## config.mk

```make
export PLATFORM = sky130hd
export DESIGN_NAME = char_video_scroll_gen
export DESIGN_NICKNAME = d
export VERILOG_FILES = /design/src/rtl/char_video_pkg.sv /design/src/rtl/glyph_rom.sv /design/src/rtl/char_video_scroll_gen.sv
export SDC_FILE = /design/constraint.sdc
export NUM_CORES = 1
export LEC_CHECK = 0
export ABC_AREA = 1
export BUFFER_PORTS_ARGS = -buffer_cell sky130_fd_sc_hd__buf_4
export CORE_UTILIZATION = 58
export DETAILED_ROUTE_END_ITERATION = 8
export PLACE_DENSITY = 0.89
export SYNTH_ARGS = -nofsm -noshare
export SYNTH_HDL_FRONTEND = slang
export SYNTH_SLANG_ARGS = --single-unit
```

## constraint.sdc

```tcl
create_clock -name clk -period 5.2 [get_ports clk]
set_input_delay 0.78 -clock clk [delete_from_list [all_inputs] [get_ports clk]]
set_output_delay 0.78 -clock clk [all_outputs]
set_load 0.03 [all_outputs]
```

## src/rtl/char_video_pkg.sv

```systemverilog
package char_video_pkg;
  localparam logic [7:0] SCROLL_PORT     = 8'hfe;
  localparam int         START_LSB       = 0;
  localparam int         POS_LSB         = 4;
  localparam int         FIELD_W         = 4;
  localparam int         STATUS_BIT      = 0;
  localparam int         CURSOR_BIT      = 7;
  localparam logic [6:0] SPACE_FLIP      = 7'h20;
  localparam logic [7:0] CHAR_RESET      = 8'h00;
  localparam logic [3:0] SCAN_PRESET     = 4'hf;
  localparam logic [3:0] SCAN_LAST       = 4'hb;
  localparam logic [3:0] BODY_LAST       = 4'h8;
  localparam logic [3:0] DESC_SHIFT      = 4'h3;
  localparam logic       PAD_DOT         = 1'b0;
  localparam logic       SERIAL_IN       = 1'b0;
  localparam logic       BLANK_LEVEL     = 1'b0;
  localparam int         CLK_PERIOD_NS   = 40;
  localparam int         WINDOW_NS       = 600;
  localparam int         WINDOW_CYC      = WINDOW_NS / CLK_PERIOD_NS;
  localparam logic [4:0] WINDOW_LOAD     = 5'(WINDOW_CYC);
  localparam int         TIMER_MS        = 250;
  localparam int         BLINK_PERIOD_MS = 500;
  localparam int         TIMER_CYC_DEF   =
    TIMER_MS * (1000000 / CLK_PERIOD_NS);
  localparam int         BLINK_CYC_DEF   =
    (BLINK_PERIOD_MS / 2) * (1000000 / CLK_PERIOD_NS);
  localparam int         CNT_W           = 24;
endpackage

```

## src/rtl/glyph_rom.sv

```systemverilog
`timescale 1ns/1ps
module glyph_rom (
  input  wire logic [6:0] code,
  input  wire logic [3:0] scan,
  output logic      [6:0] dots
);
  import char_video_pkg::*;

  // descender set: g j p q y , ;
  wire is_desc = (code == 7'h67) || (code == 7'h6a) || (code == 7'h70) ||
                 (code == 7'h71) || (code == 7'h79) || (code == 7'h2c) ||
                 (code == 7'h3b);
  wire printable = (code > 7'h20) && (code != 7'h7f);
  wire [3:0] line = is_desc ? 4'(scan - DESC_SHIFT) : scan;
  wire in_range = (scan <= SCAN_LAST) && (!is_desc || scan >= DESC_SHIFT);
  wire in_body = printable && in_range && (line <= BODY_LAST);

  // compact font: two sample glyphs, others a framed cell
  function automatic logic [6:0] body_row(input logic [6:0] c,
                                          input logic [3:0] l);
    logic edge_row;
    edge_row = (l == 4'h0) || (l == BODY_LAST);
    unique case (c)
      7'h43: body_row = edge_row ? 7'h1e : 7'h41;
      7'h54: body_row = (l == 4'h0) ? 7'h7f : 7'h08;
      default: body_row = edge_row ? 7'h7f : 7'h41;
    endcase
  endfunction

  // index fifteen and spare lines stay blank
  assign dots = in_body ? body_row(code, line) : 7'h00;
endmodule

```

## src/rtl/char_video_scroll_gen.sv

```systemverilog
`timescale 1ns/1ps
module char_video_scroll_gen #(
  parameter int unsigned TIMER_CYCLES = char_video_pkg::TIMER_CYC_DEF,
  parameter int unsigned BLINK_CYCLES = char_video_pkg::BLINK_CYC_DEF
) (
  input  wire logic       clk,
  input  wire logic       rst,
  input  wire logic       load_strobe,
  input  wire logic       line_end,
  input  wire logic       vertical_display_active,
  input  wire logic       comp_blank,
  input  wire logic       display_page_select,
  input  wire logic [9:0] bus_addr,
  input  wire logic [5:0] char_col,
  input  wire logic [7:0] mem_data,
  input  wire logic [7:0] io_addr,
  input  wire logic       io_wr,
  input  wire logic       io_rd,
  input  wire logic [7:0] bus_data_in,
  input  wire logic       reverse_video_switch,
  input  wire logic       cursor_flash_switch,
  output logic            video_q,
  output logic      [9:0] mem_addr_q,
  output logic      [3:0] scan_line_q,
  output logic      [7:0] bus_data_out_q,
  output logic            bus_oe_n_q,
  output logic            top_shade_q,
  output logic            scroll_busy_q
);
  import char_video_pkg::*;

  if (TIMER_CYCLES < 2 || TIMER_CYCLES >= (1 << CNT_W)) begin : g_chk_t
    $error("TIMER_CYCLES out of range");
  end
  if (BLINK_CYCLES < 2 || BLINK_CYCLES >= (1 << CNT_W)) begin : g_chk_b
    $error("BLINK_CYCLES out of range");
  end

  localparam logic [CNT_W-1:0] TIMER_LOAD = CNT_W'(TIMER_CYCLES);
  localparam logic [CNT_W-1:0] BLINK_LAST = CNT_W'(BLINK_CYCLES - 1);

  logic [7:0]       char_q;
  logic [7:0]       sh_q;
  logic             cursor_q;
  logic [1:0]       blank_dly_q;
  logic [CNT_W-1:0] blink_cnt_q;
  logic             blink_q;
  logic [4:0]       win_q;
  logic [3:0]       start_q;
  logic [3:0]       pos_preset_q;
  logic [3:0]       row_start_q;
  logic [3:0]       pos_q;
  logic [CNT_W-1:0] timer_q;
  logic [6:0]       glyph_dots;

  // port decode
  wire scroll_port_write = io_wr && (io_addr == SCROLL_PORT);
  wire scroll_port_read  = io_rd && (io_addr == SCROLL_PORT);

  // latch holds the code with the space bit flipped, so clear means space
  wire [6:0] glyph_code = char_q[6:0] ^ SPACE_FLIP;
  wire       row_end    = line_end && (scan_line_q == SCAN_LAST);
  wire       row_adv    = (win_q == 5'h01);
  wire       pos_tc     = (pos_q == 4'h0);
  wire       cursor_on  = cursor_q && (!cursor_flash_switch || blink_q);
  wire       cursor_dot = sh_q[7] ^ cursor_on;
  wire       blanked    = top_shade_q || blank_dly_q[1];
  wire       shown_dot  = blanked ? BLANK_LEVEL : cursor_dot;
  wire       video_d    = shown_dot ^ reverse_video_switch;
  wire       timer_on   = timer_q > CNT_W'(1);
  wire [9:0] scan_addr  = {row_start_q, char_col};
  wire [9:0] mem_addr_d = display_page_select ? bus_addr : scan_addr;

  glyph_rom u_glyph (
    .code (glyph_code),
    .scan (scan_line_q),
    .dots (glyph_dots)
  );

  // character latches
  always_ff @(posedge clk or posedge rst) begin
    if (rst) begin
      char_q <= CHAR_RESET;
    end else if (display_page_select) begin
      char_q <= CHAR_RESET;
    end else if (load_strobe) begin
      char_q <= {mem_data[CURSOR_BIT], mem_data[6:0] ^ SPACE_FLIP};
    end
  end

  // serializer, cursor latch and blanking delay share the load strobe
  always_ff @(posedge clk or posedge rst) begin
    if (rst) begin
      sh_q        <= 8'h00;
      cursor_q    <= 1'b0;
      blank_dly_q <= 2'b11;
    end else if (load_strobe) begin
      sh_q        <= {PAD_DOT, glyph_dots};
      cursor_q    <= char_q[CURSOR_BIT];
      blank_dly_q <= {blank_dly_q[0], comp_blank};
    end else begin
      sh_q        <= {sh_q[6:0], SERIAL_IN};
    end
  end

  // free-running blink
  always_ff @(posedge clk or posedge rst) begin
    if (rst) begin
      blink_cnt_q <= '0;
      blink_q     <= 1'b0;
    end else if (blink_cnt_q == BLINK_LAST) begin
      blink_cnt_q <= '0;
      blink_q     <= !blink_q;
    end else begin
      blink_cnt_q <= blink_cnt_q + CNT_W'(1);
    end
  end

  // scan line counter
  always_ff @(posedge clk or posedge rst) begin
    if (rst) begin
      scan_line_q <= SCAN_PRESET;
    end else if (row_end) begin
      scan_line_q <= SCAN_PRESET;
    end else if (line_end) begin
      scan_line_q <= scan_line_q + 4'h1;
    end
  end

  // advance window after each row end; counters step as it closes
  always_ff @(posedge clk or posedge rst) begin
    if (rst) begin
      win_q <= 5'h00;
    end else if (row_end) begin
      win_q <= WINDOW_LOAD;
    end else if (win_q != 5'h00) begin
      win_q <= win_q - 5'h01;
    end
  end

  // scroll latches
  always_ff @(posedge clk or posedge rst) begin
    if (rst) begin
      start_q      <= 4'h0;
      pos_preset_q <= 4'h0;
    end else if (scroll_port_write) begin
      start_q      <= bus_data_in[START_LSB +: FIELD_W];
      pos_preset_q <= bus_data_in[POS_LSB +: FIELD_W];
    end
  end

  // row start and screen position counters
  always_ff @(posedge clk or posedge rst) begin
    if (rst) begin
      row_start_q <= 4'h0;
      pos_q       <= 4'h0;
    end else if (!vertical_display_active) begin
      row_start_q <= start_q;
      pos_q       <= pos_preset_q;
    end else if (row_adv) begin
      if (!pos_tc) begin
        pos_q <= pos_q - 4'h1;
      end
      if (!top_shade_q) begin
        row_start_q <= row_start_q + 4'h1;
      end
    end
  end

  // window shade
  always_ff @(posedge clk or posedge rst) begin
    if (rst) begin
      top_shade_q <= 1'b1;
    end else if (!vertical_display_active) begin
      top_shade_q <= 1'b1;
    end else if (pos_tc) begin
      top_shade_q <= 1'b0;
    end
  end

  // scroll pacing timer
  always_ff @(posedge clk or posedge rst) begin
    if (rst) begin
      timer_q       <= '0;
      scroll_busy_q <= 1'b0;
    end else if (scroll_port_write) begin
      timer_q       <= TIMER_LOAD;
      scroll_busy_q <= 1'b1;
    end else begin
      if (timer_q != '0) begin
        timer_q <= timer_q - CNT_W'(1);
      end
      scroll_busy_q <= timer_on;
    end
  end

  // status read and output registers
  always_ff @(posedge clk or posedge rst) begin
    if (rst) begin
      bus_oe_n_q     <= 1'b1;
      bus_data_out_q <= 8'h00;
      video_q        <= 1'b0;
      mem_addr_q     <= 10'h000;
    end else begin
      bus_oe_n_q     <= !scroll_port_read;
      bus_data_out_q <= 8'h00;
      bus_data_out_q[STATUS_BIT] <= scroll_port_read && scroll_busy_q;
      video_q        <= video_d;
      mem_addr_q     <= mem_addr_d;
    end
  end
endmodule

```

==> key figures <==
CTS
  • Clk_lat worst skew: 0.38 ns
  • Total CTS buffers: 9
  • CTS Buffer Depth: 2
  • Clk slew on worst S/H paths: 0.10 ns
  • Post_cts resized: 0
  • CTS hold repair buffers: 0
  • Root Driver: clkbuf_8
  • Postcts setup bufs: 0
  • CTS tree: built
  • Clock Sink Count: 108
  • CTS H-tree depth: 3

Route
  • Final ANT Viol Nets: 0
  • Routed via count: 5069
  • Drc violations: 0
  • Drt total wl: 13700 um
  • Initial DRC count: 336
  • Via/cell ratio: 5.38
  • 1st-pass router iterations: 5
  • Detailed-route wire length per cell: 14.5 um

Setup path
  • Critical Path Source Type: input pin
  • Critical Path Most Common Cell: inv_1
  • RR Startpoint: scan_line_q[0]$_DFFE_PP1P_
  • Crit. End Element: flop
  • Crit Path Class: in -> reg
  • Max stage delay on crit path: 0.65 ns
  • CP max-delay cell: inv_1
  • R2R cell count: 7
  • CP Max Fanout: 23
  • R2R setup slack: 3.16 ns
  • R2R Path End: win_q[1]$_DFFE_PP0P_
  • Critical Path RT: 5.48 ns
  • CP arrival: 2.41 ns
  • Worst-path cell chain: buf_4 -> nand2_1 -> nor3b_2 -> nand3_2 -> inv_1 -> a21oi_1 -> o21ai_0 -> inv_1

Place
  • Pre-CTS setup slack: 2.65 ns
  • PortBufs: 69
  • Gpl congestion: 0.921
  • Post-DP HPWL: about 10000 um

STA
  • Fin crit share: 0.410
  • Clock skew: 0.0105 ns
  • Post-route setup TNS: 0 ns
  • Tightest Pin Transition: around 0.96 ns
  • Slew Viols, Final: 0
  • Final setup violation count: 0
  • Relative slew slack: 0.361
  • Hold Slack: 0.460 ns
  • Highest Clock Rate: 469 MHz
  • Crit path time final: 2.13 ns
  • Final worst slack: 3.07 ns
  • RSZ-0062 raised after global routing: no
  • Final Hold Viols: 0

Global route
  • Initial antenna violation count: 0
  • Largest net degree at the start of global routing: 79
  • Total GRT Usage: 0.285
  • First-pass GRT wire length: 22600 um
  • GRT overflow: 0
  • Vias in the first global route: 4954

Power
  • Pwr dens: 313 nW/um^2
  • Leakage: 3.33 nW
  • Sw frac: 0.345
  • Worst VDD drop: about 0.3 mV
  • Clock Power Share: 0.236
  • Seq pwr share: 0.514
  • Comb power frac: 0.250
  • Power Total: around 0.002 W
  • P_int: around 0.0014 W
  • Psw: roughly 0.00071 W

Finish
  • Most frequent cells in the layout: nand2_1, inv_1, dfrtp_1
  • ANT cells: 0
  • Number of fill cells: 853
  • Final #Nets: between 800 and 900
  • Fraction of layout cells with a size suffix above 1: 0.152
  • Area grow syn2layout: 14.1%
  • Commonest non-fill, non-tap cell in the layout: nand2_1

Floorplanning
  • Die height: 102 um
  • Core ar.: 9730 um^2
  • Starting Density: 0.594
  • Die area: 10400 um^2
  • Top Ports: 77
  • Rows: 36
  • Die W: 102 um

Synthesis
  • Synth Warn #: 0
  • Post-Syn Area: 5780 um^2
  • Top cell type's share of synthesized area: 0.433
  • Syn_area_per_cell: 7.90 um^2
  • Largest area contributor in the netlist: dfrtp_1
  • Largest cells by area after synthesis: dfrtp_1, nand2_1, inv_1
  • Post-synth cell types: 43
  • Synth Instances: 731
  • Synth Register Bits: 108
  • Post-synthesis sequential area ratio: 0.469

Min path
  • Hold path startpoint: sh_q[2]$_DFF_PP0_
  • Worst hold stages: 2
  • Worst Hold Path EP: sh_q[3]$_DFF_PP0_
  • Worst Hold Class: reg -> reg

Flow run
  • MaxCap Viol Count: 0

Run status
  • Status: complete, no violations
-- final cells by class --
cell class,count,area [um^2],area share
Sequential cell,108,2710,0.412
Timing Repair Buffer,70,526,0.0797
Clock buffer,12,145,0.0220
Multi-Input combinational cell,501,2580,0.391
Inverter,114,430,0.0653
Clock inverter,4,32.5,0.00494
Tap cell,133,166,0.0253
-- critical path: cells and delay by family --
| kind | cells | cell delay (ns) |
|---|---|---|
| AO/OA/AOI/OAI | 2 | 0.20 |
| buffers and inverters | 3 | 0.78 |
| AND/OR/NAND/NOR | 3 | 0.64 |
-- synth_stat cells, drive strengths merged --
| cell | n |
|---|---|
| o211ai | 1 |
| xnor2 | 8 |
| xor2 | 22 |
| inv | 112 |
| nor3 | 29 |
| nor4 | 12 |
| nand3 | 46 |
| nand2 | 171 |
| ha | 9 |
| buf | 10 |
| nand3b | 1 |
| o2111ai | 1 |
| nand4 | 20 |
| nor3b | 4 |
| dfstp | 8 |
| conb | 1 |
| o21bai | 1 |
| dfrtp | 100 |
| o21ai | 40 |
| a31oi | 3 |
| a221oi | 1 |
| o221ai | 2 |
| nor2 | 92 |
| a21oi | 18 |
| o22ai | 5 |
| clkbuf | 4 |
| a22oi | 3 |
| or2 | 2 |
| clkinv | 2 |
| a211oi | 3 |
-- worst max-delay path by stage --
stage	startpoint	end	depth (start not counted)
finish	io_addr[3]	timer_q[2]$_DFFE_PP0P_	8
global route	io_addr[2]	timer_q[5]$_DFFE_PP0P_	8
CTS	io_addr[2]	timer_q[2]$_DFFE_PP0P_	8
detailed placement	io_addr[3]	start_q[1]$_DFFE_PP0P_	6
global placement	io_addr[3]	timer_q[2]$_DFFE_PP0P_	8
floorplan	rst	blink_cnt_q[0]$_DFF_PP0_	1
-- routing by layer --
layer	part of all wire	vias to the layer above	routed length, um	GRT usage
met5	0	-	0	0
met1	0.43	2390	5880	0.361
li1	-	2486	-	-
met2	0.49	160	6670	0.478
met3	0.054	33	737	0.0588
met4	0.027	0	372	0.116
-- logic make-up (layout without fill, tap and decap cells) --
group / count (synthesis) / after routing / share of synthesized area
XOR/XNOR: 30 / 30 / 0.0455
AND/OR/NAND/NOR: 377 / 377 / 0.301
flip-flops: 108 / 108 / 0.469
AO/OA/AOI/OAI: 78 / 78 / 0.0754
other: 1 / 7 / 0.000649
adder cells (fa/ha/maj): 9 / 9 / 0.0195
buffers and inverters: 128 / 200 / 0.0883
-- power by group through the flow --
stage	clock, W	sequential [W]	combinational [W]
after floorplan	0	0.00109	0.000327
final	0.000486	0.00106	0.000515
after detailed placement	0	0.00107	0.000509
after CTS	0.000498	0.00106	0.000515
after global placement	0	0.00107	0.000485
after global routing	0.000523	0.00107	0.000583
-- stage by stage --
step                cells  utilization  instance area (um^2)
global placement      926        0.659                  6410
global route          942        0.677                  6590
finish                942        0.677                  6590
detailed placement    926        0.659                  6410
CTS                   942        0.677                  6590
floorplan             737            -                  5800
-- sequential cells by signal, indices dropped and copies added (netlist names) --
name,count
start_q,4
char_q,8
video_q,1
blank_dly_q,2
timer_q,24
bus_oe_n_q,1
blink_q,1
scan_line_q,4
row_start_q,4
mem_addr_q,10
scroll_busy_q,1
sh_q,8
pos_preset_q,4
bus_data_out_q,1
top_shade_q,1
blink_cnt_q,24
pos_q,4
win_q,5
cursor_q,1
Power figures use the tool's default switching activity.
